<file path="src/wrc_pkg.sv">
package wrc_pkg;

  // ==========================================================
  // Bus geometry and register offsets
  localparam int          ADDR_W      = 8;
  localparam int          DATA_W      = 8;
  localparam logic [7:0]  OFS_CAUSE   = 8'h00;
  localparam logic [7:0]  OFS_OPTS    = 8'h01;
  localparam logic [7:0]  OFS_IRQ_ST  = 8'h02;
  localparam logic [7:0]  OFS_IRQ_MSK = 8'h03;

  // ==========================================================
  // Options register fields and value after reset
  localparam int          OPT_WDOG_EN = 7;
  localparam int          OPT_PERIOD  = 6;
  localparam int          OPT_STOP_OK = 5;
  localparam logic [7:0]  OPT_MASK    = 8'hE0;
  localparam logic [7:0]  OPTS_RST    = 8'hC0;

  // ==========================================================
  // Reset cause register layout
  typedef struct packed {
    logic       por;
    logic       pin;
    logic       wdog;
    logic       ilop;
    logic       lvd;
    logic [2:0] rsvd;
  } wrc_cause_s;

  localparam logic [7:0]  CAUSE_RST   = 8'h80;

  // ==========================================================
  // Interrupt status bits
  localparam int          IRQ_W       = 3;
  localparam int          IRQ_SERVICE = 0;
  localparam int          IRQ_REFUSED = 1;
  localparam int          IRQ_SEQ_END = 2;
  localparam logic [2:0]  IRQ_MSK_RST = 3'h0;

  // ==========================================================
  // Timing in bus cycles; bus rate is half the clock rate
  localparam int          BUS_DIV        = 2;
  localparam int          DRIVE_BUS_CYC  = 34;
  localparam int          SAMPLE_BUS_CYC = 38;
  localparam int          SEQ_CNT_W      = 6;
  localparam int          WDOG_LONG_EXP  = 18;
  localparam int          WDOG_SHORT_EXP = 13;
  localparam int          WDOG_CNT_W     = 19;

  // ==========================================================
  // Reset sequencer states
  typedef enum logic [1:0] {
    ST_RUN,
    ST_DRIVE,
    ST_WAIT,
    ST_HOLD
  } wrc_state_e;

endpackage

</file>
<file path="src/wrc_top.sv">
// The plain strobed port and the register offsets were left to the implementer.
`timescale 1ns/10ps
module wrc_top #(
  parameter int WDOG_LONG_CYC  = 2 ** wrc_pkg::WDOG_LONG_EXP,
  parameter int WDOG_SHORT_CYC = 2 ** wrc_pkg::WDOG_SHORT_EXP
) (
  input  wire logic                        CLK_SYS,
  input  wire logic                        ARST_N,
  input  wire logic [wrc_pkg::ADDR_W-1:0]  ADDR,
  input  wire logic [wrc_pkg::DATA_W-1:0]  WDATA,
  input  wire logic                        WR,
  input  wire logic                        RD,
  output logic      [wrc_pkg::DATA_W-1:0]  RDATA,
  input  wire logic                        BDM_ACTIVE,
  input  wire logic                        DBG_FORCE_RST,
  input  wire logic                        LVD_RST,
  input  wire logic                        STOP_EXEC,
  output logic                             STOP_ENTER,
  input  wire logic                        RST_PIN_I,
  output logic                             RST_PIN_O,
  output logic                             RST_PIN_OE,
  output logic                             SYS_RST,
  output logic                             CLKGEN_SELF,
  output logic                             IRQ
);

  // ==========================================================
  // Constants sized for the counters they meet
  localparam logic [wrc_pkg::WDOG_CNT_W-1:0] long_lim =
    wrc_pkg::WDOG_CNT_W'(WDOG_LONG_CYC - 1);
  localparam logic [wrc_pkg::WDOG_CNT_W-1:0] short_lim =
    wrc_pkg::WDOG_CNT_W'(WDOG_SHORT_CYC - 1);
  localparam logic [wrc_pkg::SEQ_CNT_W-1:0] drive_last =
    wrc_pkg::SEQ_CNT_W'(wrc_pkg::DRIVE_BUS_CYC - 1);
  localparam logic [wrc_pkg::SEQ_CNT_W-1:0] sample_last =
    wrc_pkg::SEQ_CNT_W'(wrc_pkg::SAMPLE_BUS_CYC - 1);
  localparam logic [wrc_pkg::SEQ_CNT_W-1:0] seq_zero =
    wrc_pkg::SEQ_CNT_W'(0);

  // ==========================================================
  // State
  wrc_pkg::wrc_state_e                  state_ff;
  wrc_pkg::wrc_state_e                  nxt_state;
  logic                                 div_ff;
  logic [wrc_pkg::SEQ_CNT_W-1:0]        seq_cnt_ff;
  logic [wrc_pkg::SEQ_CNT_W-1:0]        nxt_seq_cnt;
  logic [wrc_pkg::WDOG_CNT_W-1:0]       wdog_cnt_ff;
  logic [wrc_pkg::WDOG_CNT_W-1:0]       nxt_wdog_cnt;
  wrc_pkg::wrc_cause_s                  cause_ff;
  wrc_pkg::wrc_cause_s                  nxt_cause;
  logic [wrc_pkg::DATA_W-1:0]           opts_ff;
  logic [wrc_pkg::DATA_W-1:0]           nxt_opts;
  logic                                 lock_ff;
  logic                                 nxt_lock;
  logic [wrc_pkg::IRQ_W-1:0]            irq_st_ff;
  logic [wrc_pkg::IRQ_W-1:0]            nxt_irq_st;
  logic [wrc_pkg::IRQ_W-1:0]            irq_msk_ff;
  logic [wrc_pkg::DATA_W-1:0]           rdata_ff;
  logic [wrc_pkg::DATA_W-1:0]           nxt_rdata;
  logic                                 self_ff;
  logic                                 stop_ff;

  // ==========================================================
  // Register decode
  wire sel_cause   = (ADDR == wrc_pkg::OFS_CAUSE);
  wire sel_opts    = (ADDR == wrc_pkg::OFS_OPTS);
  wire sel_irq_st  = (ADDR == wrc_pkg::OFS_IRQ_ST);
  wire sel_irq_msk = (ADDR == wrc_pkg::OFS_IRQ_MSK);
  wire in_run      = (state_ff == wrc_pkg::ST_RUN);

  // Service is a write strobe to the cause offset; the data bus is never looked at
  wire service     = WR & sel_cause;
  wire opts_wr     = WR & sel_opts & in_run;
  wire opts_take   = opts_wr & ~lock_ff;
  wire opts_refuse = opts_wr & lock_ff;
  wire irq_st_rd   = RD & sel_irq_st;

  wire wdog_en     = opts_ff[wrc_pkg::OPT_WDOG_EN];
  wire period_long = opts_ff[wrc_pkg::OPT_PERIOD];
  wire stop_ok     = opts_ff[wrc_pkg::OPT_STOP_OK];

  // ==========================================================
  // Bus-rate enable: one pulse every second clock
  wire bus_en = div_ff;

  // ==========================================================
  // Watchdog
  // Suspended in background debug so a halted core is not reset
  wire wdog_run = in_run & wdog_en & ~BDM_ACTIVE;
  wire [wrc_pkg::WDOG_CNT_W-1:0] wdog_lim =
    period_long ? long_lim : short_lim;
  wire wdog_to = wdog_run & bus_en & (wdog_cnt_ff == wdog_lim) & ~service;

  always_comb begin
    nxt_wdog_cnt = wdog_cnt_ff;
    if (!in_run || service) begin
      nxt_wdog_cnt = '0;
    end else if (wdog_run && bus_en) begin
      nxt_wdog_cnt = wdog_cnt_ff + 1'b1;
    end
  end

  // ==========================================================
  // Reset sources
  wire ilop_rst = in_run & STOP_EXEC & ~stop_ok;
  wire pin_rst  = in_run & ~RST_PIN_I;
  wire lvd_rst  = in_run & LVD_RST;
  wire dbg_rst  = in_run & DBG_FORCE_RST;
  wire any_rst  = wdog_to | ilop_rst | pin_rst | lvd_rst | dbg_rst;
  wire stop_go  = in_run & STOP_EXEC & stop_ok;

  wire seq_last_drive  = bus_en & (seq_cnt_ff == drive_last);
  wire seq_last_sample = bus_en & (seq_cnt_ff == sample_last);

  // ==========================================================
  // Reset sequencer
  always_comb begin
    nxt_state   = state_ff;
    nxt_seq_cnt = seq_cnt_ff;
    nxt_cause   = cause_ff;
    unique case (state_ff)
      wrc_pkg::ST_RUN: begin
        if (any_rst) begin
          nxt_state   = wrc_pkg::ST_DRIVE;
          nxt_seq_cnt = seq_zero;
          // Debug-forced reset clears all flags and sets none
          nxt_cause   = '0;
          nxt_cause.pin  = pin_rst;
          nxt_cause.wdog = wdog_to;
          nxt_cause.ilop = ilop_rst;
          nxt_cause.lvd  = lvd_rst;
        end
      end
      wrc_pkg::ST_DRIVE: begin
        if (bus_en) begin
          nxt_seq_cnt = seq_cnt_ff + 1'b1;
        end
        if (seq_last_drive) begin
          nxt_state   = wrc_pkg::ST_WAIT;
          nxt_seq_cnt = seq_zero;
        end
      end
      wrc_pkg::ST_WAIT: begin
        if (bus_en) begin
          nxt_seq_cnt = seq_cnt_ff + 1'b1;
        end
        if (seq_last_sample) begin
          nxt_seq_cnt = seq_zero;
          if (!RST_PIN_I) begin
            // Pin still held low from outside: the pin owns this reset
            nxt_cause = '0;
            nxt_cause.pin = 1'b1;
            nxt_state = wrc_pkg::ST_HOLD;
          end else begin
            nxt_state = wrc_pkg::ST_RUN;
          end
        end
      end
      wrc_pkg::ST_HOLD: begin
        if (RST_PIN_I) begin
          nxt_state = wrc_pkg::ST_RUN;
        end
      end
    endcase
  end

  always_ff @(posedge CLK_SYS or negedge ARST_N) begin
    if (!ARST_N) begin
      state_ff    <= wrc_pkg::ST_DRIVE;
      seq_cnt_ff  <= '0;
      div_ff      <= 1'b0;
      wdog_cnt_ff <= '0;
      cause_ff    <= wrc_pkg::CAUSE_RST;
    end else begin
      state_ff    <= nxt_state;
      seq_cnt_ff  <= nxt_seq_cnt;
      div_ff      <= ~div_ff;
      wdog_cnt_ff <= nxt_wdog_cnt;
      cause_ff    <= nxt_cause;
    end
  end

  // ==========================================================
  // Options register, write-once until the next reset
  always_comb begin
    nxt_opts = opts_ff;
    nxt_lock = lock_ff;
    if (!in_run) begin
      nxt_opts = wrc_pkg::OPTS_RST;
      nxt_lock = 1'b0;
    end else if (opts_take) begin
      nxt_opts = WDATA & wrc_pkg::OPT_MASK;
      nxt_lock = 1'b1;
    end
  end

  always_ff @(posedge CLK_SYS or negedge ARST_N) begin
    if (!ARST_N) begin
      opts_ff <= wrc_pkg::OPTS_RST;
      lock_ff <= 1'b0;
    end else begin
      opts_ff <= nxt_opts;
      lock_ff <= nxt_lock;
    end
  end

  // ==========================================================
  // Interrupt status: sticky, cleared by reading, set beats clear
  wire [wrc_pkg::IRQ_W-1:0] irq_ev;
  assign irq_ev[wrc_pkg::IRQ_SERVICE] = service & in_run;
  assign irq_ev[wrc_pkg::IRQ_REFUSED] = opts_refuse;
  assign irq_ev[wrc_pkg::IRQ_SEQ_END] = (state_ff != wrc_pkg::ST_RUN) &
                                        (nxt_state == wrc_pkg::ST_RUN);

  always_comb begin
    nxt_irq_st = irq_st_ff;
    if (irq_st_rd) begin
      nxt_irq_st = '0;
    end
    nxt_irq_st = nxt_irq_st | irq_ev;
  end

  // Status and mask survive internal resets so software can see why it woke
  always_ff @(posedge CLK_SYS or negedge ARST_N) begin
    if (!ARST_N) begin
      irq_st_ff  <= '0;
      irq_msk_ff <= wrc_pkg::IRQ_MSK_RST;
    end else begin
      irq_st_ff <= nxt_irq_st;
      if (WR && sel_irq_msk) begin
        irq_msk_ff <= WDATA[wrc_pkg::IRQ_W-1:0];
      end
    end
  end

  // ==========================================================
  // Read data, valid only in the cycle after the strobe
  wire [wrc_pkg::DATA_W-1:0] irq_st_rd_val  = {5'h00, irq_st_ff};
  wire [wrc_pkg::DATA_W-1:0] irq_msk_rd_val = {5'h00, irq_msk_ff};
  wire [wrc_pkg::DATA_W-1:0] rd_mux =
    sel_cause   ? cause_ff       :
    sel_opts    ? opts_ff        :
    sel_irq_st  ? irq_st_rd_val  :
    sel_irq_msk ? irq_msk_rd_val : 8'h00;

  assign nxt_rdata = RD ? rd_mux : 8'h00;

  always_ff @(posedge CLK_SYS or negedge ARST_N) begin
    if (!ARST_N) begin
      rdata_ff <= 8'h00;
    end else begin
      rdata_ff <= nxt_rdata;
    end
  end

  // ==========================================================
  // Clock fallback request and stop grant
  always_ff @(posedge CLK_SYS or negedge ARST_N) begin
    if (!ARST_N) begin
      self_ff <= 1'b1;
      stop_ff <= 1'b0;
    end else begin
      self_ff <= in_run & any_rst;
      stop_ff <= stop_go;
    end
  end

  // ==========================================================
  // Outputs
  // Pin is open drain: driven low only, the pullup does the rest
  assign RST_PIN_O   = 1'b0;
  assign RST_PIN_OE  = (state_ff == wrc_pkg::ST_DRIVE);
  assign SYS_RST     = ~in_run;
  assign CLKGEN_SELF = self_ff;
  assign STOP_ENTER  = stop_ff;
  assign RDATA       = rdata_ff;
  assign IRQ         = |(irq_st_ff & irq_msk_ff);

endmodule

</file>
<file path="config.mk">
export PLATFORM = sky130hd
export DESIGN_NAME = wrc_top
export DESIGN_NICKNAME = d
export VERILOG_FILES = /design/src/wrc_pkg.sv /design/src/wrc_top.sv
export SDC_FILE = /design/constraint.sdc
export NUM_CORES = 1
export LEC_CHECK = 0
export ABC_AREA = 0
export BUFFER_PORTS_ARGS = -buffer_cell sky130_fd_sc_hd__buf_2
export CAP_MARGIN = 25
export CORE_ASPECT_RATIO = 0.9
export CORE_MARGIN = 2
export CORE_UTILIZATION = 55
export CTS_BUF_LIST = sky130_fd_sc_hd__clkbuf_8
export DETAILED_ROUTE_END_ITERATION = 8
export PLACE_DENSITY = 0.82
export SLEW_MARGIN = 20
export SYNTH_ARGS = -nofsm -noshare
export SYNTH_HDL_FRONTEND = slang
export SYNTH_SLANG_ARGS = --single-unit
</file>
<file path="constraint.sdc">
create_clock -name CLK_SYS -period 6.15 [get_ports CLK_SYS]
set_input_delay 0.3075 -clock CLK_SYS [delete_from_list [all_inputs] [get_ports CLK_SYS]]
set_output_delay 0.3075 -clock CLK_SYS [all_outputs]
set_load 0.1 [all_outputs]
</file>
==> impl.org, run 1 <==
** Clocking
- Number of CTS-inserted buffers :: 5
- The clock reaches the later pin of the worst-skew pair after 0.31 ns.
- TritonCTS clock tree :: yes
- Hold buffer count at CTS :: 0
- Clock-pin slew was measured on the worst setup and hold paths at 0.10 ns.
- Post-CTS setup-driven buffer insertion count :: 0
- The tree is rooted in a clkbuf_8.
- The H-tree was split into 2 levels.
- Longest Clk Path Bufs :: 2
- Post-CTS resize count :: 0
- Counting every sink on the clock net gives 53.

** Job
- Number of violations of the max-capacitance limit :: 0

** Drt
- Antenna Nets Post-Route :: 0
- Total via count after detailed routing :: 2,283
- In this run the top signal layer used is met4.
- Avg Vias per Cell :: 5.839
- Routed len/inst :: 14.77 um
- For this block, the routed nets add up to 5776 um of wire.
- WL met1 :: 2657 um
- Total met2 wirelength after detailed routing :: 2782 um
- The first routing iteration left 123 violations.
- Total DRC errors in the routed layout :: 0
- Initial DRT Pass Iterations :: 4
- Met3 wire len :: 267 um

** GRT
- The initial antenna violation count was 0.
- Wire length of the first global-routing pass :: 10,320 um
- Summed over all layers, the global routing overflow is 0.
- Vias in the first global route :: 2,275
- GRT Resource Usage Total :: 0.2292
- Largest net degree at the start of global routing :: 54

** Floorplan
- Standard-cell rows :: 24
- The initial utilization of the core area, before any placement, comes to 0.5741.
- The floorplan step set the die height to 71.81 um.
- Core area :: 4895 um^2
- From left edge to right edge, the die measures 79.35 um.
- In this run the count of I/O pins placed on the die edge is 39.
- The floorplan step defined a die boundary enclosing 5698 um^2.

** Power
- Net switching power :: 0.3578 mW
- Peak supply drop :: 328.1 uV
- Overall power :: 0.9518 mW
- Cell internal power was estimated by the tool at 0.5940 mW.
- Sequential power share :: 0.414
- Of the total power, the share spent switching nets is 0.3759.
- For this design the static power due to leakage is 1.420 nW.
- PD cells :: 303.1 nW/um^2
- Of the total power, combinational logic draws 0.326.
- Clk pwr share :: 0.260

** Timing
- Slew margin rel. :: 0.5629
- The number of hold violations in the final report came to 0.
- Setup repair after global routing left no endpoint under its margin.
- Slew Viols, Final :: 0
- Final setup viols :: 0
- Static timing analysis puts the maximum clock frequency at 325.9 MHz.
- Subtracting the final worst setup slack from the clock period gives 3.068 ns.
- Sum of negative setup slack :: 0 ns
- Of the available clock period, the critical path in the final layout requires 0.4989.
- At the pin with the least slew margin, the transition time is 0.6556 ns.
- On the final layout, the worst clock skew is 0.01449 ns.

** Final layout
- Final non-filler cell total :: 391
- In the layout the commonest cells are 48 x dfrtp_1, 37 x nor2_1, 35 x buf_2, 23 x nand2_1, 16 x inv_1.
- The filler cells instantiated in the layout total 410.
- Of the cells placed in the final design, the portion with a size suffix greater than 1 is 0.1779.
- Number of nets in the layout :: 359
- Compared with the post-synthesis result, the final layout area differs by 11.75%.
- The number of antenna diodes in the final layout is 0.
- Leaving out fill and tap cells, the most frequent cell in the layout is dfrtp_1.

** Critical path
- End of the worst register-to-register path :: seq_cnt_ff[1]$_DFFE_PN0P_
- Endpoint kind of the worst setup timing path :: flip-flop
- Critical Path End :: seq_cnt_ff[1]$_DFFE_PN0P_
- Beginning of the critical path :: state_ff[1]$_DFF_PN0_
- Highest net fanout along the worst path :: 12
- STA classifies the critical path startpoint as a flip-flop.
- Setup CP Type :: flip-flop to flip-flop
- R2r worst-path depth :: 7
- At the worst endpoint, the required time is 6.39 ns.
- For the worst setup path, the data arrival time is 3.31 ns.
- In this run the critical register-to-register path is launched from state_ff[1]$_DFF_PN0_.
- Register-to-register setup slack :: 3.08 ns

** Synth
- Counting flops and latches in the post-synthesis netlist gives 53.
- For this run, the register share of the synthesized area comes to 0.4742.
- Number of nets produced by synthesis :: 328
- Synthesized area divided by synthesized cell count :: 9.558 um^2
- In this run, synthesis inferred 0 flip-flops with an integrated enable.
- Cell count after synthesis :: 294
- Leading register cell type out of synthesis :: dfrtp_1
- Counting flops with an async set or reset pin after synthesis yields a share of 1.000.
- Library cell occupying the most area in the post-synthesis netlist :: dfrtp_1
- Post-Syn Area :: 2810 um^2
- Of the post-synthesis cell area, the dominant cell type holds 0.4274.
- Number of warnings reported in the yosys synthesis log :: 0
- Number of distinct standard cells referenced by the synthesized netlist :: 48
- Cell types occupying the most area after synthesis :: dfrtp_1 43%, nor2_1 4.9%, dfstp_2 4.7%

** Hold path
- The min-delay analysis places its worst path in the category input pin to async pin.

** Placement
- Post-placement cell count :: 383
- Total of buffers placed on input and output ports :: 35
- At the end of routability-driven placement, the weighted congestion stood at 0.8761.
- Summed over all nets, the half-perimeter wirelength after detailed placement is 4237 um.

** Outcome
- The run finished with clean final reports.
==> state kept, by name, summed over array words and instances, names as in the netlist <==
name and count:
opts_ff 3, irq_st_ff 3, seq_cnt_ff 6, lock_ff 1
RDATA 8, state_ff 2, bus_en 1, irq_msk_ff 3
STOP_ENTER 1, wdog_cnt_ff 19, cause_ff 5, CLKGEN_SELF 1
==> layer usage <==
layer / track usage / up-vias
met1: 0.3088 / 1118
met5: 0 / -
li1: - / 1105
met2: 0.3861 / 53
met4: 0.06513 / 0
met3: 0.03778 / 7
==> worst min-delay path by stage <==
stage / startpoint / endpoint / slack, ns / cells after the start
floorplan: ARST_N / RDATA[0]$_DFF_PN0_ / 0.01 / 0
global placement: ARST_N / state_ff[1]$_DFF_PN0_ / 0.46 / 2
detailed placement: ARST_N / bus_en$_DFF_PN0_ / 0.47 / 2
CTS: ARST_N / wdog_cnt_ff[18]$_DFFE_PN0P_ / 0.13 / 2
global route: ARST_N / bus_en$_DFF_PN0_ / 0.16 / 2
finish: ARST_N / RDATA[2]$_DFF_PN0_ / 0.1 / 2
==> stage by stage <==
stage | util | hold WS, ns | setup slack, ns | instance area, um^2
2_1_floorplan | - | 0.01191 | 3.436 | 2810
3_3_place_gp | 0.6171 | 0.4634 | 3.224 | 3020
3_5_place_dp | 0.6171 | 0.4701 | 3.145 | 3020
4_1_cts | 0.6416 | 0.1332 | 3.099 | 3141
5_1_grt | 0.6416 | 0.1632 | 2.753 | 3141
6_report | 0.6416 | 0.09519 | 3.082 | 3141
==> power by group through the flow <==
stage	clock, mW	sequential, mW	combinational [mW]
detailed placement	0	0.400	0.310
CTS	0.251	0.393	0.312
global placement	0	0.399	0.303
global route	0.265	0.396	0.339
finish	0.247	0.394	0.311
floorplan	0	0.421	0.219
==> synth_stat cells, types with 9 or more instances <==
| library cell | number |
|---|---|
| nor3_1 | 13 |
| xnor2_1 | 15 |
| nand2_1 | 23 |
| nand4_1 | 12 |
| inv_1 | 16 |
| dfrtp_1 | 48 |
| nor2_1 | 37 |
| o21ai_0 | 12 |
| nand3_1 | 14 |
| ha_1 | 9 |
| clkbuf_1 | 9 |
==> critical path: stages, from the launching register on <==
cell and delay, ns:
dfrtp_1 0.47, inv_1 0.14, ha_1 0.44, nand4b_1 0.34
nor4_1 0.31, nand4_1 0.50, a211oi_2 0.58, a32o_1 0.23
==> area by class of cell <==
class | instances | area [um^2] | share of cell area
Multi-Input combinational cell | 213 | 1364 | 0.4343
Clock buffer | 6 | 82.58 | 0.02629
Sequential cell | 53 | 1333 | 0.4243
Tap cell | 65 | 81.33 | 0.02590
Timing Repair Buffer | 36 | 182.7 | 0.05817
Inverter | 16 | 60.06 | 0.01912
Clock inverter | 2 | 37.54 | 0.01195
==> cells by family (layout without fill, tap and decap cells) <==
family                   Yosys count  after routing  share of synthesized area
XOR/XNOR                          19             19                    0.05922
AND/OR/NAND/NOR                  128            128                     0.2302
flip-flops                        53             53                     0.4742
multiplexers                      10             10                    0.03695
AO/OA/AOI/OAI                     46             46                     0.1175
buffers and inverters             28             60                    0.04051
other                              1              1                   0.001334
adder cells (fa/ha/maj)            9              9                    0.04007
No activity file was read; power rests on OpenSTA's default activity.
==> run 2: changes to the inputs <==
==> constraint.sdc (replaced) <==
create_clock -name CLK_SYS -period 3.15 [get_ports CLK_SYS]
set_input_delay 0.1575 -clock CLK_SYS [delete_from_list [all_inputs] [get_ports CLK_SYS]]
set_output_delay 0.1575 -clock CLK_SYS [all_outputs]
set_load 0.1 [all_outputs]
==> run 2 against run 1 <==
Fmax is 27% higher. Non-clock buffer count is 3 higher. Critical path depth is 1 higher. Wire length is 2.2% lower. Flip-flop and latch count stayed put. Clock skew is 0.0068 ns lower. Hold slack worse by 0.033 ns. Critical path type unchanged.
==> impl.org, run 2 (synthesis results as in run 1) <==
** Drt
- Routed wire length :: 5649 um
- Avg Vias per Cell :: 5.662
- The count of nets left with antenna violations once routing finished came out at 0.
- Total DRC errors in the routed layout :: 0
- The detailed router placed 2,225 vias in this run.
- After the first detailed-routing iteration, the DRC count stood at 132.
- Initial DRT Pass Iterations :: 5
- After detailed routing, the average wire length per cell comes to 14.37 um.

** Clocking
- Once the clock tree was built, the resizer swapped 0 gates to a different size.
- Skew-Pair Late Insertion Delay :: 0.31 ns
- TritonCTS built the clock tree.
- After clock tree synthesis, the clock-pin slew on the worst setup and hold paths is 0.09 ns.
- In this run the post-CTS setup repair buffer count came out at 0.
- Number of CTS-inserted buffers :: 5
- The H-tree was split into 2 levels.
- The tree built by TritonCTS fans out to 53 sinks.
- Longest Clk Path Bufs :: 2
- The tree is rooted in a clkbuf_8.

** Power
- For this design the static power due to leakage is 1.424 nW.
- In this run the power density over the cells is 560.1 nW/um^2.
- Peak supply drop :: 560.0 uV

** Floorplan
- The floorplan has 24 rows.
- Die Footprint :: 5698 um^2
- Boundary pin count :: 39
- The core region is 4895 um^2.
- Die extent in y :: 71.81 um
- Measured along the x axis, the die boundary spans 79.35 um.
- For this configuration, the core starts out at a cell density of 0.5741.

** Placement
- Buffers placed on the I/O ports in this run total 35.
- Routability-driven placement congestion ratio :: 0.8924
- Post-DP HPWL :: 4216 um

** Final layout
- Relative area change from synthesis to final layout :: 11.44%
- Summing all flip-flop and latch instances after layout gives 1333 um^2.
- wdog_cnt_ff holds more flip-flops than any other register.
- Number of antenna cells inserted :: 0
- At the end of the flow, the number of nets in the layout was 362.
- Leaving out fill and tap cells, the most frequent cell in the layout is dfrtp_1.
- The layout has 409 filler cells.
- Flip-flop count of the largest register, all copies and words added :: 19
- Share of layout cells above drive strength 1 :: 0.1768
- Most used cells in the layout excluding fill and tap cells :: 48 x dfrtp_1, 37 x nor2_1, 35 x buf_2, 23 x nand2_1, 17 x inv_1
- Summing all multi-input logic gate instances after layout gives 1364 um^2.

** Critical path
- Critical path data arrival time :: 2.66 ns
- STA classifies the critical path startpoint as a flip-flop.
- Setup CP Type :: flip-flop to flip-flop
- Endpoint kind of the worst setup timing path :: flip-flop
- Along the worst path, the maximum fanout reaches 11.
- Max stage delay on crit path :: 0.47 ns
- For this design, the slowest cell found on the critical path is dfrtp_1.
- Data on the critical path is required at its endpoint by 3.39 ns.
- Cell breakdown of the critical path :: inv_1, ha_1, nand4b_1, nor4_1, nand4_1, buf_4, a211oi_2, a32o_1

** GRT
- The initial antenna violation count is 0.
- Wire length of the first global-routing pass :: 9977 um
- Summed over all layers, the global routing overflow is 0.
- Entering global routing, the biggest net connects 29 pins.
- Across every metal layer, demand over resource in global routing totals 0.2249.
- Vias in the first global route :: 2,165

** Timing
- Clock skew :: 0.007683 ns
- Of the available clock period, the critical path in the final layout requires 0.7674.
- The number of slew-limit violations in the final report is 0.
- Setup total negative slack on the finished layout was measured at 0 ns.
- Final worst hold slack :: 0.06217 ns
- At the pin with the least slew margin, the transition time is 0.5991 ns.
- Time the worst path needs with I/O delays and setup :: 2.417 ns
- The number of hold violations in the final report came to 0.
- Max Freq :: 413.7 MHz
- RSZ-0062 raised after global routing :: false
- Measured against its own limit, the worst slew margin works out to 0.5996.
- Setup violations remaining at the end of the flow were counted as 0.

** Outcome
- Run status :: finished, final reports clean

** Job
- Across the run, the number of max-cap violations was 0.

** Hold path
- Path category of the worst min-delay check :: input pin to flip-flop
run 2: repair_timing:
item                                    CTS  global route
endpoints found under the setup margin    0             0
endpoints found under the hold margin    23             0
hold buffers                              1             0
run 2: per-layer routing:
layer / global-route usage / up-vias / routed length [um] / part of all wire
li1: - / 1110 / - / -
met1: 0.3078 / 1058 / 2656 / 0.47
met2: 0.3550 / 49 / 2649 / 0.47
met3: 0.05164 / 8 / 264 / 0.047
met4: 0.07854 / 0 / 78 / 0.014
met5: 0 / - / 0 / 0
run 2: per-stage QoR:
step	area (um^2)	util	power (mW)	worst slack (ns)	instances
after CTS	3132	0.6398	1.767	0.7002	393
after floorplan	2810	-	1.251	0.4355	294
after global placement	3035	0.6201	1.377	0.8156	385
after detailed placement	3035	0.6201	1.386	0.7341	385
after global routing	3132	0.6398	1.851	0.4743	393
final	3132	0.6398	1.754	0.7326	393
run 2: path summary, 6_finish.rpt:
kind | start | end | slack [ns] | cells past startpoint
hold / removal | WDATA[5] | opts_ff[5]$_DFFE_PN0P_ | 0.06 | 3
setup reg to reg | state_ff[1]$_DFF_PN0_ | seq_cnt_ff[1]$_DFFE_PN0P_ | 0.73 | 8
setup / recovery | state_ff[1]$_DFF_PN0_ | seq_cnt_ff[1]$_DFFE_PN0P_ | 0.73 | 8
hold reg to reg | cause_ff[7]$_DFFE_PN1P_ | cause_ff[7]$_DFFE_PN1P_ | 0.49 | 1
min in group asynchronous | ARST_N | irq_st_ff[2]$_DFF_PN0_ | 0.36 | 2
max in group asynchronous | ARST_N | opts_ff[6]$_DFFE_PN1P_ | 1.98 | 3
run 2: area by class of cell:
class	instances	share of cell area
multi-input cells	213	0.4355
clock inverters	1	0.001199
repair buffers	39	0.06632
inverters	16	0.01918
clock buffers	6	0.02637
well taps	65	0.02597
flip-flops and latches	53	0.4255
run 2: critical path, delay by kind of cell, from the launching register on:
kind | cells | cell delay, ns
adders and majority gates | 1 | 0.18
buffers and inverters | 2 | 0.34
DFF | 1 | 0.47
AOI/OAI and AO/OA | 2 | 0.63
and+or+nand+nor | 3 | 0.72
run 2: power breakdown:
group	switching, mW	leakage, nW	internal, mW
combinational	0.436	0.671	0.174
clock	0.206	0.0485	0.171
sequential	0.0331	0.705	0.734
total	0.675	1.42	1.08
